### config.mk
export PLATFORM = sky130hd
export DESIGN_NAME = qdac_dev_flat
export DESIGN_NICKNAME = d
export VERILOG_FILES = /design/src/hdl/qdac_pkg.sv /design/src/hdl/qdac_if.sv /design/src/hdl/qdac_dev.sv /design/src/flat_wrapper.sv
export SDC_FILE = /design/constraint.sdc
export NUM_CORES = 1
export LEC_CHECK = 0
export ABC_CLOCK_PERIOD_IN_PS = 3200
export BUFFER_PORTS_ARGS = -buffer_cell sky130_fd_sc_hd__clkbuf_2
export CAP_MARGIN = 20
export CORE_MARGIN = 2
export CORE_UTILIZATION = 35
export CTS_CLUSTER_SIZE = 20
export DETAILED_ROUTE_END_ITERATION = 8
export HOLD_SLACK_MARGIN = 0.03
export MAX_ROUTING_LAYER = met4
export PLACE_DENSITY = 0.64
export RECOVER_POWER = 100
export SLEW_MARGIN = 20
export SYNTH_ARGS = -nofsm -noshare
export SYNTH_HDL_FRONTEND = slang
export SYNTH_SLANG_ARGS = --single-unit
### constraint.sdc
create_clock -name clock -period 3.2 [get_ports clock]
set_clock_uncertainty 0.15 [all_clocks]
set_input_delay 0.32 -clock clock [delete_from_list [all_inputs] [get_ports clock]]
set_output_delay 0.32 -clock clock [all_outputs]
set_load 0.02 [all_outputs]
### src/hdl/qdac_pkg.sv
package qdac_pkg;
  // Word, code and channel sizes
  localparam int WORD_BITS  = 12;
  localparam int CODE_BITS  = 8;
  localparam int NUM_CH     = 4;
  localparam int FRAME_BITS = 16;
  localparam int CNT_W      = 5;
  localparam int HALF_W     = 8;
  localparam int CODE_STEPS = 256;

  typedef logic [CODE_BITS-1:0]  qdac_byte_t;
  typedef qdac_byte_t [NUM_CH-1:0] qdac_code_t;
  typedef logic [WORD_BITS-1:0]  qdac_word_t;
  typedef logic [FRAME_BITS-1:0] qdac_frame_t;

  // Field positions inside the serial word
  localparam int SEL_HI_POS  = 11;
  localparam int SEL_LO_POS  = 10;
  localparam int SD_FIRST    = 9;
  localparam int SD_SECOND   = 8;
  localparam int DATA_MSB    = 7;
  localparam int FRAME_MSB   = FRAME_BITS - 1;
  localparam int WORD_PAD    = FRAME_BITS - WORD_BITS;

  // Synchroniser lanes and their idle values
  localparam int SY_SCLK  = 0;
  localparam int SY_CS    = 1;
  localparam int SY_SDI   = 2;
  localparam int SY_PDR   = 3;
  localparam int SY_LOAD  = 4;
  localparam int SY_CLR   = 5;
  localparam int SY_W     = 6;
  localparam logic [SY_W-1:0] SY_RST = 6'h32;

  localparam logic [CNT_W-1:0] CNT_ZERO  = 5'h00;
  localparam logic [CNT_W-1:0] CNT_ONE   = 5'h01;
  localparam logic [CNT_W-1:0] CNT_WORD  = 5'h0c;
  localparam logic [CNT_W-1:0] CNT_FRAME = 5'h10;
  localparam logic [HALF_W-1:0] HALF_ZERO = 8'h00;
  localparam logic [HALF_W-1:0] HALF_ONE  = 8'h01;

  // Serial clock timing made by the host end
  localparam int CLK_PERIOD_NS  = 25;
  localparam int SCLK_PERIOD_NS = 200;
  localparam int SCLK_HALF_CYC  =
    (SCLK_PERIOD_NS + 2 * CLK_PERIOD_NS - 1) / (2 * CLK_PERIOD_NS);
  localparam logic [HALF_W-1:0] HALF_LAST = HALF_W'(SCLK_HALF_CYC - 1);
endpackage

### src/hdl/qdac_if.sv
`timescale 1ns/1ps
interface qdac_if;
  logic sclk;
  logic csN;
  logic sdi;
  logic powerDownReq;
  logic loadOutputsN;
  logic asyncZeroAllN;

  modport device (
    input sclk,
    input csN,
    input sdi,
    input powerDownReq,
    input loadOutputsN,
    input asyncZeroAllN
  );

  modport host (
    output sclk,
    output csN,
    output sdi,
    output powerDownReq,
    output loadOutputsN,
    output asyncZeroAllN
  );
endinterface

### src/hdl/qdac_dev.sv
`timescale 1ns/1ps
// Notes on behaviour
// - Twelve-bit words arrive most significant bit first
// - Data sampled on each serial clock rise
// - Clock edges ignored while chip select high
// - Only last twelve bits decoded, surplus dropped
// - Byte master sends two right-justified bytes
// - Chip select rise writes addressed channel register
// - Shutdown word still loads data, output held
// - Both shutdown bits active shut every channel
// - One software shutdown bit disables only the selected channel
// - DAC registers ignore loads while in shutdown, but clear still zeroes them
// - Clear zeroes all input and DAC registers
// - Load strobe copies inputs to DACs of channels not in shutdown
// - Load strobe low makes DAC registers transparent
// - Unused clear tied high, load tied low
// - Power-down request tristates all four outputs
// - Reset zeroes all input and DAC registers
// - DAC codes stay zero until a load
// - Four eight-bit codes, output is ref*code/256
module qdac_dev (
  // Clock, reset, enable
  input  wire logic                 clock,
  input  wire logic                 rst_n,
  input  wire logic                 ce,
  // Serial link
  qdac_if.device                    link,
  // Channel codes and output enables
  output qdac_pkg::qdac_code_t      dacCode,
  output qdac_pkg::qdac_code_t      inputCode,
  output logic [qdac_pkg::NUM_CH-1:0] analogOutEn,
  // Status
  output logic [qdac_pkg::NUM_CH-1:0] swShutdown,
  output logic                      hwShutdown,
  output qdac_pkg::qdac_word_t      lastWord,
  output logic                      wordStrobe,
  output logic                      shortFrame
);
  import qdac_pkg::*;

  function automatic logic [NUM_CH-1:0] chanOneHot(input qdac_word_t w);
    logic [NUM_CH-1:0] oh;
    oh = '0;
    oh[{w[SEL_HI_POS], w[SEL_LO_POS]}] = 1'b1;
    return oh;
  endfunction

  logic [SY_W-1:0]   pinIn;
  logic [SY_W-1:0]   syncA_q;
  logic [SY_W-1:0]   syncB_q;
  logic              sclkPrev_q;
  logic              csPrev_q;
  logic              sclkRise;
  logic              csRise;
  logic              csLow;
  logic              clearNow;
  logic              loadLow;
  qdac_word_t        shift_q;
  logic [CNT_W-1:0]  bitCnt_q;
  logic              wordOk;
  logic [NUM_CH-1:0] target;
  logic              sdFirstOn;
  logic              sdSecondOn;
  qdac_code_t        inReg_q;
  qdac_code_t        dacReg_q;
  logic [NUM_CH-1:0] swShut_q;
  logic [NUM_CH-1:0] anyShut;
  qdac_word_t        lastWord_q;
  logic              wordStrobe_q;
  logic              shortFrame_q;

  assign pinIn[SY_SCLK] = link.sclk;
  assign pinIn[SY_CS]   = link.csN;
  assign pinIn[SY_SDI]  = link.sdi;
  assign pinIn[SY_PDR]  = link.powerDownReq;
  assign pinIn[SY_LOAD] = link.loadOutputsN;
  assign pinIn[SY_CLR]  = link.asyncZeroAllN;

  // Two-stage synchronisers for every link pin
  genvar g;
  generate
    for (g = 0; g < SY_W; g++) begin : gSync
      always_ff @(posedge clock) begin
        if (!rst_n) begin
          syncA_q[g] <= SY_RST[g];
          syncB_q[g] <= SY_RST[g];
        end else if (ce) begin
          syncA_q[g] <= pinIn[g];
          syncB_q[g] <= syncA_q[g];
        end
      end
    end
  endgenerate

  // Edge history of serial clock and chip select
  always_ff @(posedge clock) begin
    if (!rst_n) begin
      sclkPrev_q <= 1'b0;
      csPrev_q   <= 1'b1;
    end else if (ce) begin
      sclkPrev_q <= syncB_q[SY_SCLK];
      csPrev_q   <= syncB_q[SY_CS];
    end
  end

  assign csLow    = ~syncB_q[SY_CS];
  assign sclkRise = syncB_q[SY_SCLK] & ~sclkPrev_q & csLow;
  assign csRise   = syncB_q[SY_CS] & ~csPrev_q;
  assign clearNow = ~syncB_q[SY_CLR];
  assign loadLow  = ~syncB_q[SY_LOAD];
  assign hwShutdown = syncB_q[SY_PDR];

  // Shift register, newest bit at the bottom
  always_ff @(posedge clock) begin
    if (!rst_n) begin
      shift_q <= '0;
    end else if (ce && sclkRise) begin
      shift_q <= {shift_q[WORD_BITS-2:0], syncB_q[SY_SDI]};
    end
  end

  // Bits seen in this frame, saturating
  always_ff @(posedge clock) begin
    if (!rst_n) begin
      bitCnt_q <= CNT_ZERO;
    end else if (ce) begin
      if (csRise) begin
        bitCnt_q <= CNT_ZERO;
      end else if (sclkRise && bitCnt_q != CNT_FRAME) begin
        bitCnt_q <= bitCnt_q + CNT_ONE;
      end
    end
  end

  // Frame ends: decode the held word
  assign wordOk     = csRise & (bitCnt_q >= CNT_WORD);
  assign target     = chanOneHot(shift_q);
  assign sdFirstOn  = ~shift_q[SD_FIRST];
  assign sdSecondOn = ~shift_q[SD_SECOND];

  // Input registers
  always_ff @(posedge clock) begin
    if (!rst_n) begin
      inReg_q <= '0;
    end else if (ce) begin
      if (clearNow) begin
        inReg_q <= '0;
      end else if (wordOk) begin
        for (int i = 0; i < NUM_CH; i++) begin
          if (target[i]) begin
            inReg_q[i] <= shift_q[DATA_MSB:0];
          end
        end
      end
    end
  end

  // Software shutdown state per channel
  always_ff @(posedge clock) begin
    if (!rst_n) begin
      swShut_q <= '0;
    end else if (ce && wordOk) begin
      if (sdFirstOn && sdSecondOn) begin
        swShut_q <= '1;
      end else if (sdFirstOn || sdSecondOn) begin
        swShut_q <= swShut_q | target;
      end else begin
        swShut_q <= swShut_q & ~target;
      end
    end
  end

  assign anyShut = swShut_q | {NUM_CH{hwShutdown}};

  // DAC registers, one per channel
  generate
    for (g = 0; g < NUM_CH; g++) begin : gDac
      always_ff @(posedge clock) begin
        if (!rst_n) begin
          dacReg_q[g] <= '0;
        end else if (ce) begin
          if (clearNow) begin
            dacReg_q[g] <= '0;
          end else if (loadLow && !anyShut[g]) begin
            dacReg_q[g] <= inReg_q[g];
          end
        end
      end
    end
  endgenerate

  // Word report for the user side
  always_ff @(posedge clock) begin
    if (!rst_n) begin
      lastWord_q   <= '0;
      wordStrobe_q <= 1'b0;
      shortFrame_q <= 1'b0;
    end else if (ce) begin
      wordStrobe_q <= wordOk;
      shortFrame_q <= csRise & ~wordOk;
      if (wordOk) begin
        lastWord_q <= shift_q;
      end
    end
  end

  assign dacCode     = dacReg_q;
  assign inputCode   = inReg_q;
  assign analogOutEn = ~anyShut;
  assign swShutdown  = swShut_q;
  assign lastWord    = lastWord_q;
  assign wordStrobe  = wordStrobe_q;
  assign shortFrame  = shortFrame_q;
endmodule

### src/flat_wrapper.sv
// flat-port wrapper written by rule: the top's interface ports become plain ports
module qdac_dev_flat import qdac_pkg::*;
  (clock, rst_n, ce, dacCode, inputCode, analogOutEn, swShutdown, hwShutdown, lastWord, wordStrobe, shortFrame, link_sclk, link_csN, link_sdi, link_powerDownReq, link_loadOutputsN, link_asyncZeroAllN);
  qdac_if link_i ();
  input  wire logic clock;
  input  wire logic rst_n;
  input  wire logic ce;
  output qdac_pkg::qdac_code_t dacCode;
  output qdac_pkg::qdac_code_t inputCode;
  output logic [qdac_pkg::NUM_CH-1:0] analogOutEn;
  output logic [qdac_pkg::NUM_CH-1:0] swShutdown;
  output logic hwShutdown;
  output qdac_pkg::qdac_word_t lastWord;
  output logic wordStrobe;
  output logic shortFrame;
  input wire logic [$bits(link_i.sclk)-1:0] link_sclk;
  input wire logic [$bits(link_i.csN)-1:0] link_csN;
  input wire logic [$bits(link_i.sdi)-1:0] link_sdi;
  input wire logic [$bits(link_i.powerDownReq)-1:0] link_powerDownReq;
  input wire logic [$bits(link_i.loadOutputsN)-1:0] link_loadOutputsN;
  input wire logic [$bits(link_i.asyncZeroAllN)-1:0] link_asyncZeroAllN;
  assign link_i.sclk = link_sclk;
  assign link_i.csN = link_csN;
  assign link_i.sdi = link_sdi;
  assign link_i.powerDownReq = link_powerDownReq;
  assign link_i.loadOutputsN = link_loadOutputsN;
  assign link_i.asyncZeroAllN = link_asyncZeroAllN;
  qdac_dev u_core (.clock(clock), .rst_n(rst_n), .ce(ce), .link(link_i), .dacCode(dacCode), .inputCode(inputCode), .analogOutEn(analogOutEn), .swShutdown(swShutdown), .hwShutdown(hwShutdown), .lastWord(lastWord), .wordStrobe(wordStrobe), .shortFrame(shortFrame));
endmodule
# Word-level counts from Yosys, hierarchy flattened
# Index checks and enable logic that the tools add are counted.
op_classes:
  n_bitwise: 17
  magnitude_cmp: 3
  reduce_logical: 25
  addsub: 1
  n_eq_ne: 10
  mux: 20
op_table:
  columns: ["operator", "n"]
  rows:
  - ["$mux W8", 12]
  - ["$mux W32", 2]
  - ["$ne A2 B2 Y1 const B", 9]
  - ["$reduce_and A2 Y1", 6]
  - ["$reduce_and A3 Y1", 4]
  - ["$mux W5", 2]
  - ["$logic_and A1 B1 Y1", 9]
  - ["$mux W4", 2]
  - ["$not A4 Y4", 2]
  - ["$or A4 B4 Y4", 2]
  - ["$not A1 Y1", 7]
  - ["$add A5 B1 Y5 const B", 1]
  - ["$and A1 B1 Y1", 5]
  - ["$ge A5 B4 Y1 const B", 1]
  - ["$ne A5 B5 Y1 const B", 1]
  - ["$and A4 B4 Y4", 1]
  - ["$logic_not A1 Y1", 4]
  - ["$lt A2 B3 Y1 const B", 1]
  - ["$demux W1 S2", 1]
  - ["$ge A2 B1 Y1 const B", 1]
  - ["$reduce_bool A2 Y1", 1]
  - ["$logic_or A1 B1 Y1", 1]
  - ["$mux W1", 1]
totals:
  in_bits: 9
  word_cells: 104
  out_inout_bits: 87
  reg_bits: 113

# Logic depth before layout (Yosys ltp)
depth:
  depth_word: 8
  mapped_depth: 6
  mapped_depth_nobuf: 5

# Worst setup path after synthesis
# OpenSTA, ideal clock, no wires.
synth_timing:
  path_kind: "reg-to-reg"
  startpoint: "register u_core.bitCnt_q[3]"
  endpoint: "register u_core.swShut_q[2], in the netlist u_core.swShutdown[2]"
  period_less_slack_ns: 1.536
  setup_ns: 0.118
  stages_incl_launch_ff: 5
  path_buffers: 1
  arrival_ns: 1.268
  path_slack_ns: 1.664
  t_required_ns: 2.932
  cell_sequence: "dfxtp_1 -> a21oi_1 -> buf_6 -> or4_1 -> o2111a_1"
synth_between:
  elab_chain_cells: 3
synth_lines:
  columns: ["element", "line_no", "source"]
  rows:
  - ["start, declared", "qdac_dev.sv:59", "logic [CNT_W-1:0] bitCnt_q;"]
  - ["start signal, assigned", "qdac_dev.sv:130", "bitCnt_q <= bitCnt_q + CNT_ONE;"]
  - ["$ge A5 B4 Y1", "qdac_dev.sv:136", "assign wordOk = csRise & (bitCnt_q >= CNT_WORD);"]
  - ["$and A1 B1 Y1", "qdac_dev.sv:136", null]
  - ["$logic_and A1 B1 Y1", "qdac_dev.sv:162", "end else if (ce && wordOk) begin"]
  - ["end signal, assigned", "qdac_dev.sv:166", "swShut_q <= swShut_q | target;"]
  - ["end signal, assigned", "qdac_dev.sv:168", "swShut_q <= swShut_q & ~target;"]
  - ["end, declared", "qdac_dev.sv:66", "logic [NUM_CH-1:0] swShut_q;"]
# Every way passes these cells.
# A chain may end at the register's enable or synchronous reset.

# Worst setup path in the final report
layout_timing:
  startpoint: "input ce"
  endpoint: "register u_core.dacReg_q (netlist bit u_core.dacCode[19])"
layout_between:
  elab_chain_cells: 1
layout_lines:
  columns: ["element", "line_no", "source"]
  rows:
  - ["start, declared", "flat_wrapper.sv:7", "input wire logic ce;"]
  - ["$reduce_and A2 Y1 (no source line)", null, null]
  - ["end signal, assigned by index", "qdac_dev.sv:185", "dacReg_q[g] <= inReg_q[g];"]
  - ["end, declared", "qdac_dev.sv:65", "qdac_code_t dacReg_q;"]
# Every way passes these cells.

==> metrics <==
post-DP HPWL=7790 um; DR iter-0 viols=254; Max IR drop VDD=310 uV; Yosys cell types=34; Crit Path Category=input port to flop; RSZ-0062 raised after global routing=false; Max Transition Viols Final=0; Antenna Violating Nets Remaining=0; CP Cell Sequence=clkbuf_2 -> clkbuf_1 -> nand4bb_1 -> nor2_1 -> a32o_1; Starting Density=36.1%; max incr delay on CP=1040 ps; Avg Synthesized Cell Area=10.0 sq um; Hold Buf Count CTS=6; Total GRT Usage=17.8%; HP Start=rst_n; dpl ws=1080 ps; Synth Cell Area=0.00435 sq mm; Final Critical Period=2450 ps; largest family of logic cells by synthesized area=compound AO/OA/AOI/OAI gates; Core Footprint=0.0121 sq mm; global-route wire length before repair=17800 um; Slowest-stage cell, CP=clkbuf_1; clock transition at the registers of the reported paths=50 ps; Final GP Congestion=0.758; Synth Area in Adders=0.575%; post-route clock period utilization=76.6%; Buf/Inv on CP=2; CP arrival=2650 ps; TNS Setup=0 ps; Crit Reg-Reg Endpoint=u_core.inputCode[14]$_SDFFE_PN0P_; post-layout util=44.7%; largest net degree at the start of global routing=61; XOR/XNOR Fraction of Synth Area=0%; initial antenna violation count=0; register area share after synthesis=52.0%; Boundary Pins=96; fillers=1206; CP startpoint kind=input port; Async S/R FF share, synth=0%; TritonCTS Buffers=17; area grow syn2layout=23.8%; vias per cell=5.24; crit-path max FO=25; compound-cell area share of the yosys netlist=16.8%; share of cells above drive strength 1=9.07%; Synth Warn #=0; reg-to-reg slack, setup=870 ps; FF-to-FF path depth=4; Synthesized Nets=446; insertion delay to the later sink of the worst-skew pair=400 ps; Worst setup EP type=flop; Clock Tree Root=clkbuf_16; leakage=1.82 nW; GRT overflow=0; buffers inserted by post-CTS timing repair=0; die height=115 um; Min-Delay Path Class=input port to flop; DR vias=3707; worst endpoint required time=3390 ps; CP delay by family, top=buffers and inverters; DRT Pass-1 Iters=4; num rows=40; post-cts resize count=0; #FFs+latches synth=113; Final WS setup=748 ps; Post-Route WL=11100 um; Post-Synthesis Cells=435; Final Hold Viols=0; critical path depth in cells=5; outcome=finished, final reports clean; Main synth FF type=dfxtp_1; post-layout net count=538; Max-Slew Margin vs Limit=5.71%; fin cells=708; Die Wd=115 um; Fmax=408 MHz; Clock Sinks=113; Clock Path Buffers=2; CTS tree=built; multiplexer area fraction after synthesis=10.4%; number of global-route vias before repair=3484; placed instance count=670; number of synthesized flops with an enable pin=0; Antenna Cells=0; most common cell after layout, fill and taps aside=dfxtp_1; total of max-cap violations=0; WHS Path Cells=2; drt drc=0; commonest cells after routing, fill and taps aside=dfxtp_1 (113), clkbuf_1 (89), nand3_1 (45), mux2i_1 (45), nand2_1 (44); Worst Max-Slew Pin Slew=1410 ps; PD cells=593 mW/mm^2; final setup violation count=0; RR Startpoint=u_core.bitCnt_q[3]$_SDFFE_PN0P_; Die Footprint=0.0133 sq mm; post-synthesis simple-gate area fraction=15.6%; htree depth=4; wire per inst=15.7 um; number of buffers inserted by port buffering=95; Hold EP=u_core.syncA_q[5]$_SDFFE_PN1P_
-- Yosys cell counts (all sizes together) (2+ instances only) --
library cell  count  area, sq um
nand3            45          225
mux2i            45          450
nor3              3         48.8
a21oi            35          175
nand4bb           3         33.8
o21ai            12         60.1
nor4bb            2         20.0
inv               9         33.8
ha                2         25.0
a21o              2         15.0
o2111a            4         45.0
dfxtp           113         2260
or4               5         37.5
nor2b             2         12.5
buf              22          121
clkbuf           13         48.8
o31ai             6         45.0
o211ai            6         45.0
nand2b            3         18.8
a32o             32          320
nand2            44          165
nor2             18         67.6
-- how the worst max path moves through the flow --
stage          slack, ps                       startpoint                           endpoint
2_1_floorplan       1660  u_core.bitCnt_q[3]$_SDFFE_PN0P_  u_core.swShutdown[2]$_SDFFE_PN0P_
3_3_place_gp        1150                            rst_n     u_core.dacCode[2]$_SDFFE_PN0P_
3_5_place_dp        1080                            rst_n     u_core.dacCode[1]$_SDFFE_PN0P_
4_1_cts             1140   u_core.syncB_q[1]$_SDFFE_PN1P_   u_core.inputCode[5]$_SDFFE_PN0P_
5_1_grt              540                               ce    u_core.dacCode[23]$_SDFFE_PN0P_
6_report             750                               ce    u_core.dacCode[19]$_SDFFE_PN0P_
-- where the power goes --
| group | total, mW | internal, mW | leakage (nW) | switching [mW] |
|---|---|---|---|---|
| Clock | 1.68 | 0.992 | 0.260 | 0.688 |
| Combinational | 0.0895 | 0.0275 | 0.645 | 0.0619 |
| Sequential | 1.42 | 1.42 | 0.912 | 0.00787 |
-- cell type report --
type / count / area (sq um) / area share (%)
Inverter: 9 / 33.8 / 0.627
Sequential cell: 113 / 2260 / 42.0
Tap cell: 168 / 210 / 3.90
Clock buffer: 17 / 425 / 7.90
Clock inverter: 15 / 113 / 2.09
Multi-Input combinational cell: 278 / 1870 / 34.7
Timing Repair Buffer: 108 / 472 / 8.76
-- registers in the layout, indices dropped and copies added, names as in the netlist --
name,count
u_core.syncB_q,5
u_core.wordStrobe,1
u_core.hwShutdown,1
u_core.dacCode,32
u_core.shortFrame,1
u_core.bitCnt_q,5
u_core.shift_q,12
u_core.csPrev_q,1
u_core.sclkPrev_q,1
u_core.inputCode,32
u_core.lastWord,12
u_core.swShutdown,4
u_core.syncA_q,6
-- kinds of logic after synthesis --
kind of cell | after synthesis
simple gates | 131
flops | 113
mux | 45
fa+ha+maj | 2
compound gates | 100
buf+inv | 44
-- through the flow --
stage | power [mW] | hold slack, ps | area (sq um)
after global placement | 1.54 | 297 | 4920
after global routing | 3.31 | 184 | 5390
after CTS | 3.22 | 161 | 5520
after floorplan | 1.52 | 281 | 4350
after detailed placement | 1.54 | 306 | 4920
final | 3.19 | 174 | 5390
-- routing by layer --
layer	GRT usage, %	vias to the layer above	wire, um
li1	-	1792	-
met1	23.0	1785	5260
met2	27.1	117	5090
met3	5.33	13	659
met4	5.30	0	113
met5	-	-	0
Note: power is estimated with default switching activity, not from simulation.
